File: src/inc/sic_defines.vh
// Purpose: Constants for the start-up and mode control block.
// Assumes: 20 MHz clock, 50 ns period.
// Notes:   Times are in microseconds; cycle counts derive from them.
`ifndef SIC_DEFINES_VH
`define SIC_DEFINES_VH

`define SIC_CLK_MHZ            20
`define SIC_CFG_FILT_US        10
`define SIC_CFG_FILT_CYC       (`SIC_CFG_FILT_US * `SIC_CLK_MHZ)
`define SIC_RST_DELAY_US       100
`define SIC_RST_DELAY_CYC      (`SIC_RST_DELAY_US * `SIC_CLK_MHZ)
`define SIC_LONG_WIN_US        200000
`define SIC_LONG_WIN_CYC       (`SIC_LONG_WIN_US * `SIC_CLK_MHZ)

`define SIC_MODE_W             3
`define SIC_MODE_NORMAL        3'h0
`define SIC_MODE_STOP          3'h1
`define SIC_MODE_SLEEP         3'h2
`define SIC_MODE_RESTART       3'h3
`define SIC_MODE_FAILSAFE      3'h4
`define SIC_MODE_INIT          3'h5

`define SIC_CAN_OFF            2'h0
`define SIC_CAN_WAKE           2'h1

`endif

File: src/logic/sic_strap_filter.v
// Purpose: Continuous filter on the synchronised strap level.
// Assumes: Input already passed a two-stage synchroniser.
// Notes:   High only after the input stayed high the full filter time.
`timescale 1ns/1ns
`default_nettype none
module sic_strap_filter
#(
	parameter CNT_W = 16,
	parameter [CNT_W-1:0] FILT_CYC = 16'd200
)
(
	// Clock and reset
	input  wire       clk_i,
	input  wire       rst_i,
	// Control
	input  wire       clr_i,
	input  wire       lvl_i,
	// Result
	output reg        stable_hi_o
);
	reg [CNT_W-1:0] cnt_q;

	always @(posedge clk_i)
	begin
		if (rst_i || clr_i || !lvl_i)
		begin
			cnt_q       <= {CNT_W{1'b0}};
			stable_hi_o <= 1'b0;
		end
		else if (cnt_q == FILT_CYC - 1'b1)
		begin
			stable_hi_o <= 1'b1;
		end
		else
		begin
			cnt_q <= cnt_q + 1'b1;
		end
	end
endmodule // sic_strap_filter
`default_nettype wire

File: src/logic/sic_init_ctrl.v
// Purpose: Start-up, strap capture and mode control of a basis chip.
// Assumes: Analog comparators and serial decoder supply level inputs
//          and one-cycle pulses on clk_i; pins are asynchronous.
// Notes:   Restart holds the reset output low for the reset delay.
`timescale 1ns/1ns
`default_nettype none
`include "sic_defines.vh"
module sic_init_ctrl
#(
	parameter [31:0] LONG_WIN_CYC  = `SIC_LONG_WIN_CYC,
	parameter [15:0] RST_DELAY_CYC = `SIC_RST_DELAY_CYC,
	parameter [15:0] CFG_FILT_CYC  = `SIC_CFG_FILT_CYC
)
(
	// Clock and reset
	input  wire       clk_i,
	input  wire       rst_i,
	// Supply monitors
	input  wire       por_ok_i,
	input  wire       main_reg_ok_i,
	input  wire       main_reg_ov_i,
	// Pins
	input  wire       irq_pin_i,
	input  wire       debug_strap_pin_i,
	output reg        irq_o,
	output wire       irq_oe_n_o,
	output reg        reset_output_pin_o,
	output reg        fail_outputs_o,
	// Serial command decoder
	input  wire       cmd_rx_i,
	input  wire       cmd_mode_wr_i,
	input  wire [2:0] cmd_mode_i,
	input  wire       wd_trigger_i,
	input  wire       wd_fail_i,
	input  wire       wake_evt_i,
	// Control bits
	input  wire       por_flag_clr_i,
	input  wire       fail_cnt_sel_i,
	input  wire       overvoltage_reset_enable_i,
	input  wire       fail_output_test_enable_i,
	input  wire       ov_flag_clr_i,
	input  wire       aux_reg_en_i,
	input  wire [3:0] hs_en_i,
	input  wire [3:0] cs_hs_sel_i,
	input  wire       cs_timer_sel_i,
	input  wire       cw_timer_sel_i,
	input  wire       can_en_i,
	// Status and controls out
	output reg  [2:0] mode_select_field_o,
	output reg        strap_level_bit_o,
	output reg        fail_cnt_sel_o,
	output reg        dev_mode_o,
	output reg        por_flag_o,
	output reg        overvoltage_flag_o,
	output reg        undervoltage_flag_o,
	output reg        wd_fail_flag_o,
	output reg        aux_reg_en_o,
	output reg  [3:0] hs_en_o,
	output reg  [3:0] cs_hs_sel_o,
	output reg        cs_timer_sel_o,
	output reg        cw_timer_sel_o,
	output reg  [1:0] can_mode_o
);
	localparam [5:0] ST_INIT = 6'h01;
	localparam [5:0] ST_NORM = 6'h02;
	localparam [5:0] ST_REST = 6'h04;
	localparam [5:0] ST_FAIL = 6'h08;
	localparam [5:0] ST_OFF  = 6'h10;
	localparam [5:0] ST_RDLY = 6'h20;

	reg [5:0]  st_q;
	reg [5:0]  st_d;
	reg [31:0] wd_cnt_q;
	reg [15:0] dly_q;
	reg        from_rest_q;
	reg        cfg_valid_q;
	reg        wd_fails_q;
	reg        fo_lat_q;
	reg        irq_s1_q;
	reg        irq_s2_q;
	reg        dbg_s1_q;
	reg        dbg_s2_q;
	reg        ov_s1_q;
	reg        ov_s2_q;
	reg        ov_prev_q;
	wire       strap_hi;
	wire       ov_rise;
	reg        req_fail;
	reg        req_rest;
	reg        fo_set;

	// Pins pass two flops before any logic sees them.
	always @(posedge clk_i)
	begin
		if (rst_i)
		begin
			irq_s1_q <= 1'b0;
			irq_s2_q <= 1'b0;
			dbg_s1_q <= 1'b1;
			dbg_s2_q <= 1'b1;
			ov_s1_q  <= 1'b0;
			ov_s2_q  <= 1'b0;
		end
		else
		begin
			irq_s1_q <= irq_pin_i;
			irq_s2_q <= irq_s1_q;
			dbg_s1_q <= debug_strap_pin_i;
			dbg_s2_q <= dbg_s1_q;
			ov_s1_q  <= main_reg_ov_i;
			ov_s2_q  <= ov_s1_q;
		end
	end

	// Filter restarts each reset delay window.
	sic_strap_filter
	#(
		.CNT_W    (16),
		.FILT_CYC (CFG_FILT_CYC)
	)
	u_filt
	(
		.clk_i       (clk_i),
		.rst_i       (rst_i),
		.clr_i       (st_q != ST_RDLY),
		.lvl_i       (irq_s2_q),
		.stable_hi_o (strap_hi)
	);

	assign ov_rise = ov_s2_q & ~ov_prev_q;

	// Weak pull-down only while the reset delay runs.
	assign irq_oe_n_o = ~((st_q == ST_RDLY) | irq_o);

	// Reaction to watchdog failure and overvoltage, as request pulses.
	always @*
	begin
		req_fail = 1'b0;
		req_rest = 1'b0;
		fo_set   = 1'b0;
		if (st_q == ST_NORM || st_q == ST_INIT)
		begin
			if (wd_fail_i && !dev_mode_o)
			begin
				fo_set = fail_cnt_sel_o | wd_fails_q;
				if (strap_level_bit_o)
					req_rest = 1'b1;
				else if (!fail_cnt_sel_o && !wd_fails_q)
					req_rest = 1'b1;
				else
					req_fail = 1'b1;
			end
			if (ov_rise && overvoltage_reset_enable_i)
			begin
				fo_set = 1'b1;
				if (strap_level_bit_o)
					req_rest = 1'b1;
				else
					req_fail = 1'b1;
			end
			if (req_fail)
				req_rest = 1'b0;
		end
	end

	always @*
	begin
		st_d = st_q;
		case (st_q)
			ST_OFF:
				if (por_ok_i && main_reg_ok_i)
					st_d = ST_RDLY;
			ST_RDLY:
				if (!main_reg_ok_i)
					st_d = ST_OFF;
				else if (dly_q == RST_DELAY_CYC - 1'b1)
					st_d = from_rest_q ? ST_NORM : ST_INIT;
			ST_INIT:
				if (req_fail)
					st_d = ST_FAIL;
				else if (req_rest)
					st_d = ST_REST;
				else if (!dev_mode_o && wd_cnt_q == LONG_WIN_CYC - 1)
					st_d = ST_REST;
				else if (cmd_rx_i)
					st_d = ST_NORM;
			ST_NORM:
				if (req_fail)
					st_d = ST_FAIL;
				else if (req_rest)
					st_d = ST_REST;
			ST_REST:
				st_d = ST_RDLY;
			ST_FAIL:
				if (wake_evt_i)
					st_d = ST_REST;
			default:
				st_d = ST_OFF;
		endcase
		if (!por_ok_i)
			st_d = ST_OFF;
	end

	always @(posedge clk_i)
	begin
		if (rst_i)
		begin
			st_q                <= ST_OFF;
			dly_q               <= 16'h0000;
			wd_cnt_q            <= 32'h00000000;
			from_rest_q         <= 1'b0;
			cfg_valid_q         <= 1'b0;
			wd_fails_q          <= 1'b0;
			fo_lat_q            <= 1'b0;
			ov_prev_q           <= 1'b0;
			reset_output_pin_o  <= 1'b0;
			strap_level_bit_o   <= 1'b0;
			fail_cnt_sel_o      <= 1'b0;
			dev_mode_o          <= 1'b0;
			por_flag_o          <= 1'b0;
			overvoltage_flag_o  <= 1'b0;
			undervoltage_flag_o <= 1'b0;
			wd_fail_flag_o      <= 1'b0;
			fail_outputs_o      <= 1'b0;
			irq_o               <= 1'b0;
			mode_select_field_o <= `SIC_MODE_INIT;
			aux_reg_en_o        <= 1'b0;
			hs_en_o             <= 4'h0;
			cs_hs_sel_o         <= 4'h0;
			cs_timer_sel_o      <= 1'b0;
			cw_timer_sel_o      <= 1'b0;
			can_mode_o          <= `SIC_CAN_OFF;
		end
		else
		begin
			st_q      <= st_d;
			ov_prev_q <= ov_s2_q;
			irq_o     <= 1'b0;
			fail_cnt_sel_o <= fail_cnt_sel_i;
			fo_lat_q       <= fo_lat_q | fo_set;
			dly_q <= (st_q == ST_RDLY) ? dly_q + 1'b1 : 16'h0000;
			reset_output_pin_o <= (st_d == ST_INIT) | (st_d == ST_NORM);
			if (st_q == ST_OFF)
			begin
				// Power was lost: configuration may be relearned.
				cfg_valid_q    <= 1'b0;
				por_flag_o     <= 1'b1;
				from_rest_q    <= 1'b0;
				fail_outputs_o <= 1'b0;
				wd_fails_q     <= 1'b0;
				fo_lat_q       <= 1'b0;
			end
			if (st_q == ST_RDLY && st_d != ST_RDLY && st_d != ST_OFF)
			begin
				if (!cfg_valid_q || por_flag_o)
				begin
					strap_level_bit_o <= strap_hi;
					cfg_valid_q       <= 1'b1;
				end
				if (!from_rest_q)
					dev_mode_o <= ~dbg_s2_q;
			end
			if (por_flag_clr_i && st_q != ST_OFF)
				por_flag_o <= 1'b0;
			// Watchdog long window runs only in Init; it restarts at each release into Init.
			if (st_q != ST_INIT || dev_mode_o)
				wd_cnt_q <= 32'h00000000;
			else
				wd_cnt_q <= wd_cnt_q + 1'b1;
			if (st_q == ST_INIT && wd_trigger_i)
				wd_cnt_q <= 32'h00000000;
			if (st_q == ST_INIT && st_d == ST_REST && !req_rest)
				wd_fail_flag_o <= 1'b1;
			if (req_fail || req_rest)
			begin
				wd_fails_q     <= wd_fail_i | wd_fails_q;
				wd_fail_flag_o <= wd_fail_i | wd_fail_flag_o;
			end
			if (fo_set)
				fail_outputs_o <= 1'b1;
			else if (st_q == ST_NORM && !fo_lat_q)
				fail_outputs_o <= fail_output_test_enable_i;
			// Set wins over software clear.
			if (ov_rise && st_q != ST_OFF && st_q != ST_RDLY)
				overvoltage_flag_o <= 1'b1;
			else if (ov_flag_clr_i)
				overvoltage_flag_o <= 1'b0;
			undervoltage_flag_o <= (st_q == ST_NORM) & ~main_reg_ok_i;
			if (st_q == ST_NORM && wake_evt_i)
				irq_o <= 1'b1;
			case (st_d)
				ST_REST:
				begin
					mode_select_field_o <= `SIC_MODE_RESTART;
					from_rest_q         <= 1'b1;
					hs_en_o             <= 4'h0;
					aux_reg_en_o        <= 1'b0;
					if (can_mode_o == `SIC_CAN_OFF)
						can_mode_o <= `SIC_CAN_OFF;
					else
						can_mode_o <= `SIC_CAN_WAKE;
				end
				ST_FAIL:
				begin
					mode_select_field_o <= `SIC_MODE_FAILSAFE;
					hs_en_o             <= 4'h0;
					aux_reg_en_o        <= 1'b0;
				end
				ST_INIT:
				begin
					mode_select_field_o <= `SIC_MODE_INIT;
					can_mode_o          <= `SIC_CAN_OFF;
					aux_reg_en_o        <= 1'b0;
					hs_en_o             <= 4'h0;
				end
				ST_NORM:
				begin
					if (st_q != ST_NORM)
						mode_select_field_o <= `SIC_MODE_NORMAL;
					else if (cmd_mode_wr_i)
						mode_select_field_o <= cmd_mode_i;
					else
					begin
						aux_reg_en_o   <= aux_reg_en_i;
						hs_en_o        <= hs_en_i;
						cs_hs_sel_o    <= cs_hs_sel_i;
						cs_timer_sel_o <= cs_timer_sel_i;
						cw_timer_sel_o <= cw_timer_sel_i;
						if (can_en_i)
							can_mode_o <= 2'h2;
						else
							can_mode_o <= `SIC_CAN_OFF;
					end
				end
				default:
					mode_select_field_o <= mode_select_field_o;
			endcase
		end
	end
endmodule // sic_init_ctrl
`default_nettype wire

File: config.mk
export PLATFORM = sky130hd
export DESIGN_NAME = sic_init_ctrl
export DESIGN_NICKNAME = d
export VERILOG_FILES = /design/src/logic/sic_strap_filter.v /design/src/logic/sic_init_ctrl.v
export VERILOG_INCLUDE_DIRS = /design/src /design/src/inc
export SDC_FILE = /design/constraint.sdc
export NUM_CORES = 1
export LEC_CHECK = 0
export BUFFER_PORTS_ARGS = -buffer_cell sky130_fd_sc_hd__buf_2
export CAP_MARGIN = 40
export CORE_MARGIN = 2
export CORE_UTILIZATION = 60
export CTS_CLUSTER_DIAMETER = 80
export DETAILED_ROUTE_END_ITERATION = 16
export PLACE_DENSITY = 0.83
export SLEW_MARGIN = 40
export SYNTH_ARGS = -nofsm -noshare
export SYNTH_HDL_FRONTEND = slang
export SYNTH_SLANG_ARGS = --single-unit
File: constraint.sdc
create_clock -name clk_i -period 4.49 [get_ports clk_i]
set_clock_uncertainty 0.1 [all_clocks]
set_input_delay 0.898 -clock clk_i [delete_from_list [all_inputs] [get_ports clk_i]]
set_output_delay 0.898 -clock clk_i [all_outputs]
set_load 0.05 [all_outputs]
==> flow_summary.ini, run 1 <==
[run_status]
status = completed

[route]
wl_per_cell_um = 14.0
first_iter_violations = 221
drc = 0
first_pass_iters = 4
viasPerCell = 5.60
ant_nets = 0
via_count = 3758
wl_um = 9410

[timing]
fin_crit_sh = 0.639
fin_tns_setup_ps = 0
slew_violations = 0
setup_slack_ps = 1620
rsz0062_at_grt = false
fmax_mhz = 349
min_period_ps = 2870
slew_headroom = 0.519
final-hold-violation-count = 0
tightest_slew_ps = 716
setup_viol = 0

[clock_tree]
insertion_delay_ps = 380
tritoncts = yes
post_cts_resized = 0
clock-sinks = 108
path_clk_slew_ps = 110
ctsRootBufferMaster = clkbuf_8
cts_setup_buffers = 0
clockBufferDepth = 2
cts_made_buffers = 9
holdBufCountCts = 0
htreeDepth = 3

[logic_synthesis]
yosysWarnings = 0
synth.most_common_cell = dfxtp_1
synth_top_cell_area_share = 0.467
synth.largest_area_cell = dfxtp_1
synth_fa_ha_area_frac = 0.00811
syn_nets = 546
synth_xor_area_frac = 0.110
async_reset_ff_frac = 0
avgSynthCellArea_um2 = 9.06
synth_edf_count = 0
synth_compound_area_frac = 0.0835
synth_top_family_by_area = simple AND/OR/NAND/NOR gates
synth_area_leaders = dfxtp_1 (47%), nor2_1 (7.6%), xor2_1 (7.0%)
synth_cell_types = 58
syn_area_mm2 = 0.00463
synthTopCellsByCount = dfxtp_1 (108), nor2_1 (94), xor2_1 (37)
seq_area_frac_synth = 0.467
synth_cells = 511
ys.flop_type = dfxtp_1
synthSimpleGateAreaFrac = 0.290
synth.mux.area_fraction = 0.0173
ys_ff_latch = 108

[placement]
dpl.hpwl_um = 6740
dpl_worst_slack_ps = 1660
portBuffers = 58
gp_congestion = 0.887
place_area_mm2 = 0.00499

[floorplan]
num_rows = 32
io_pins = 59
fp.dieW_um = 91.8
initial_core_util = 0.609
die_area_mm2 = 0.00843
die_h_um = 91.8
fp.coreArea_mm2 = 0.00761

[setup_path]
cp.required_ps = 4650
crit_arrival_ps = 3030
cp_slowest_stage_delay_ps = 660
cp_max_fo = 7
worstSetupPathType = flip-flop to flip-flop
crit_chain = nor4_1 -> and3b_1 -> o41ai_2 -> a2111o_1 -> a31oi_1 -> nor2_1 -> a22o_1
worst-path-buf-inv = 0
crit_path_end_kind = flip-flop
cp_slowest_cell = nor4_1
cp_top_family = simple AND/OR/NAND/NOR gates
start_kind = flip-flop

[power_and_ir_drop]
switching_share = 0.242
p_total_mw = 1.58
power_density_mw_per_mm2 = 305
ir_worst_vdd_uv = 226
p_int_mw = 1.20
p_switching_mw = 0.383
p_comb_frac = 0.040
p_seq_frac = 0.612
power.leakage_nw = 1.97
clockPowerShare = 0.348

[min_path]
hp-class = flip-flop to flip-flop

[cells_and_area]
syn_to_final_growth_pct = 11.9
final_nets = 599
layout-drive-gt1-share = 0.162
design_area_mm2 = 0.00518
n_antenna_cell = 0

[global_routing]
grt_pass1_wl_um = 15800
grt_max_degree = 39
grt_pass1_vias = 3569
grt_use_total = 0.229
overflow = 0
antenna_found_initial = 0

[flow_run]
max_cap_viol_count = 0
-- worst paths after layout --
path,start,end,slack (ps),depth (start not counted)
worst max-delay path,st_q[1]$_SDFF_PP0_,hs_en_o[1]$_SDFFE_PP0P_,1620,7
worst min register to register,dbg_s2_q$_SDFF_PP1_,dev_mode_o$_SDFFE_PP0P_,310,1
worst min-delay path,dbg_s2_q$_SDFF_PP1_,dev_mode_o$_SDFFE_PP0P_,310,1
worst max register to register,st_q[1]$_SDFF_PP0_,hs_en_o[1]$_SDFFE_PP0P_,1620,7
-- metrics by stage --
| stage | util | cells | hold slack, ps |
|---|---|---|---|
| 2_1_floorplan | - | 511 | 289 |
| 3_3_place_gp | 0.655 | 655 | 299 |
| 3_5_place_dp | 0.656 | 655 | 299 |
| 4_1_cts | 0.680 | 671 | 315 |
| 5_1_grt | 0.681 | 671 | 333 |
| 6_report | 0.681 | 671 | 312 |
-- worst reg2reg max path, stage by stage, from the launching register on --
cell and delay [ps]:
dfxtp_1 390, nor4_1 660, and3b_1 390, o41ai_2 170
a2111o_1 440, a31oi_1 200, nor2_1 130, a22o_1 300
-- final cells by class --
type                       count  area, um^2
fill                         609        2420
multi-input combinational    375        2370
sequential                   108        2160
timing repair buffer          58         290
tap                          102         128
clock buffer                   9         124
clock inverter                 7        60.1
inverter                      12        45.0
-- cells in the final DEF, fill, tap and decap left out, types with 12 or more instances in the layout --
cell,n
and3_1,17
xnor2_1,21
nor2_1,94
a21oi_1,12
nand2_1,26
xor2_1,37
nand4_1,13
dfxtp_1,108
nand3_1,25
buf_2,58
inv_1,12
-- routing by layer --
layer	global-route usage	wire [um]	up-vias
li1	-	-	1884
met1	0.279	4110	1785
met2	0.397	4680	80
met3	0.0633	495	9
met4	0.0659	123	0
met5	0	0	-
-- power groups by stage --
stage | combinational [mW] | sequential (mW) | clock [mW]
CTS | 0.0630 | 0.968 | 0.569
global placement | 0.0617 | 0.990 | 0
floorplan | 0.0286 | 0.999 | 0
detailed placement | 0.0628 | 0.990 | 0
finish | 0.0641 | 0.968 | 0.551
global route | 0.0698 | 0.969 | 0.606
-- logic make-up (layout without fill, tap and decap cells) --
family | count (synthesis) | after routing
AO/OA/AOI/OAI | 52 | 52
XOR/XNOR | 58 | 58
adder cells (fa/ha/maj) | 3 | 3
buffers and inverters | 28 | 86
flip-flops | 108 | 108
multiplexers | 8 | 8
AND/OR/NAND/NOR | 254 | 254
-- sequential cells by signal, indices dropped and copies added (netlist names), 2 cells and up --
register	count
st_q	6
can_mode_o	2
mode_select_field_o	3
wd_cnt_q	32
cs_hs_sel_o	4
dly_q	16
hs_en_o	4
u_filt.cnt_q	16
Note: power is estimated with default switching activity, not from simulation.
==> run 2, diff against run 1 <==
--- a/config.mk
+++ b/config.mk
@@ -9,10 +9,10 @@
 export BUFFER_PORTS_ARGS = -buffer_cell sky130_fd_sc_hd__buf_2
 export CAP_MARGIN = 40
 export CORE_MARGIN = 2
-export CORE_UTILIZATION = 60
+export CORE_UTILIZATION = 52
 export CTS_CLUSTER_DIAMETER = 80
 export DETAILED_ROUTE_END_ITERATION = 16
-export PLACE_DENSITY = 0.83
+export PLACE_DENSITY = 0.77
 export SLEW_MARGIN = 40
 export SYNTH_ARGS = -nofsm -noshare
 export SYNTH_HDL_FRONTEND = slang
==> constraint.sdc (replaced) <==
create_clock -name clk_i -period 2.6 [get_ports clk_i]
set_clock_uncertainty 0.1 [all_clocks]
set_input_delay 0.52 -clock clk_i [delete_from_list [all_inputs] [get_ports clk_i]]
set_output_delay 0.52 -clock clk_i [all_outputs]
set_load 0.05 [all_outputs]
==> flow_summary.ini, run 2 (synthesized netlist as in run 1, its figures left out) <==
[setup_path]
crit_end = strap_level_bit_o$_SDFFE_PP0P_
critPathLaunch = dly_q[11]$_SDFF_PP0_
worst-path-buf-inv = 1
timing.rr.start = dly_q[11]$_SDFF_PP0_
worstSetupPathType = flip-flop to flip-flop
cp_slowest_cell = or4b_4
rr_worst_depth = 8
crit_arrival_ps = 2790
crit_path_end_kind = flip-flop
r2r-end = strap_level_bit_o$_SDFFE_PP0P_
r2r_setup_slack_ps = -20
worst-path-stages = 8
start_kind = flip-flop
cp_slowest_stage_delay_ps = 540
cp_max_fo = 3
cp.required_ps = 2770
cp_top_family = simple AND/OR/NAND/NOR gates
crit_chain = or4b_4 -> nor4b_4 -> o2bb2ai_2 -> a2111o_1 -> buf_6 -> a211o_1 -> mux2i_1 -> nor2_1

[global_routing]
grt_pass1_vias = 3806
antenna_found_initial = 0
overflow = 0
grt_use_total = 0.218
grt_pass1_wl_um = 17400
grt_max_degree = 33

[route]
viasPerCell = 5.50
via_count = 3931
ant_nets = 0
first_iter_violations = 117
drc = 0
first_pass_iters = 4
wl_per_cell_um = 14.5
wl_um = 10400

[floorplan]
die_h_um = 98.4
die_area_mm2 = 0.00967
num_rows = 34
io_pins = 59
initial_core_util = 0.533
fp.coreArea_mm2 = 0.00868
fp.dieW_um = 98.4

[cells_and_area]
largest_register = wd_cnt_q
final_nets = 637
layout-drive-gt1-share = 0.232
largest_reg_flops = 32
final_common_cell = dfxtp_1
reg_top3 = wd_cnt_q (32), dly_q (16), u_filt.cnt_q (16)
n_antenna_cell = 0
final.fill_count = 739
syn_to_final_growth_pct = 20.0
final_cell_mix = dfxtp_1 (106), nor2_1 (92), buf_2 (58)

[timing]
tightest_slew_ps = 474
final-hold-violation-count = 0
min_period_ps = 2620
whs_ps = 234
fmax_mhz = 381
setup_viol = 1
slew_headroom = 0.683
rsz0062_at_grt = true
setup_slack_ps = -22.0
slew_violations = 0
fin_crit_sh = 1.01

[min_path]
hp-class = primary input to flip-flop

[placement]
dpl.hpwl_um = 7440
dpl_worst_slack_ps = -26.3
portBuffers = 58
gp_congestion = 0.883

[clock_tree]
clockBufferDepth = 2
tritoncts = yes
ctsRootBufferMaster = clkbuf_8
path_clk_slew_ps = 110
holdBufCountCts = 0
htreeDepth = 3
clock-sinks = 108
cts_made_buffers = 9
insertion_delay_ps = 370

[power_and_ir_drop]
power.leakage_nw = 2.17
power_density_mw_per_mm2 = 504
ir_worst_vdd_uv = 243

[flow_run]
max_cap_viol_count = 0

[run_status]
failed_checks = negative setup slack
status = complete, but fails checks
-- run 2: timing repair --
item                                    4_1_cts  5_1_grt
gates cloned                                  0        0
pin swaps                                     1        6
endpoints found under the hold margin         0        0
endpoints found under the setup margin        8       20
resized for setup                             1       20
buffers inserted                              1        3
-- run 2: area by class of cell --
class | count | area, um^2 | area share
Clock buffer | 9 | 124 | 0.0223
Clock inverter | 7 | 67.6 | 0.0122
Inverter | 12 | 45.0 | 0.00811
Multi-Input combinational cell | 375 | 2440 | 0.439
Sequential cell | 108 | 2160 | 0.390
Tap cell | 108 | 135 | 0.0243
Timing Repair Buffer | 96 | 579 | 0.104
-- run 2: worst min path at each step --
stage	start	depth (start not counted)	end
3_3_place_gp	dbg_s1_q$_SDFF_PP1_	1	dbg_s2_q$_SDFF_PP1_
6_report	debug_strap_pin_i	2	dbg_s1_q$_SDFF_PP1_
2_1_floorplan	dbg_s1_q$_SDFF_PP1_	1	dbg_s2_q$_SDFF_PP1_
5_1_grt	debug_strap_pin_i	2	dbg_s1_q$_SDFF_PP1_
4_1_cts	debug_strap_pin_i	2	dbg_s1_q$_SDFF_PP1_
3_5_place_dp	dbg_s1_q$_SDFF_PP1_	1	dbg_s2_q$_SDFF_PP1_
-- run 2: routing by layer --
layer / vias up / wire length [um] / track usage
met5: - / 0 / 0
met1: 1887 / 4670 / 0.275
met2: 73 / 5110 / 0.372
li1: 1959 / - / -
met4: 0 / 141 / 0.0832
met3: 12 / 437 / 0.0379
-- run 2: worst register-to-register path, delay by kind of cell, from the launching register on --
kind                   cells  cell delay [ps]
AOI/OAI and AO/OA          3              870
and+or+nand+nor            3              910
muxes                      1              150
DFF                        1              340
buffers and inverters      1              160
-- run 2: per-stage QoR --
| step | cells | cell area [um^2] | total power [mW] | setup TNS [ps] | utilization |
|---|---|---|---|---|---|
| 6_report | 715 | 5550 | 2.80 | -22.0 | 0.640 |
| 5_1_grt | 715 | 5550 | 2.89 | -995 | 0.640 |
| 4_1_cts | 713 | 5450 | 2.81 | -0.560 | 0.628 |
| 3_5_place_dp | 696 | 5250 | 1.83 | -83.0 | 0.605 |
| 3_3_place_gp | 696 | 5250 | 1.83 | -12.4 | 0.605 |
| 2_1_floorplan | 511 | 4630 | 1.77 | 0 | - |
-- run 2: power breakdown --
group / leakage, nW / total, mW / switching (mW) / internal, mW
clock: 0.0989 / 0.989 / 0.617 / 0.372
sequential: 0.873 / 1.67 / 0.00660 / 1.66
combinational: 1.19 / 0.141 / 0.0811 / 0.0595
total: 2.17 / 2.80 / 0.705 / 2.10
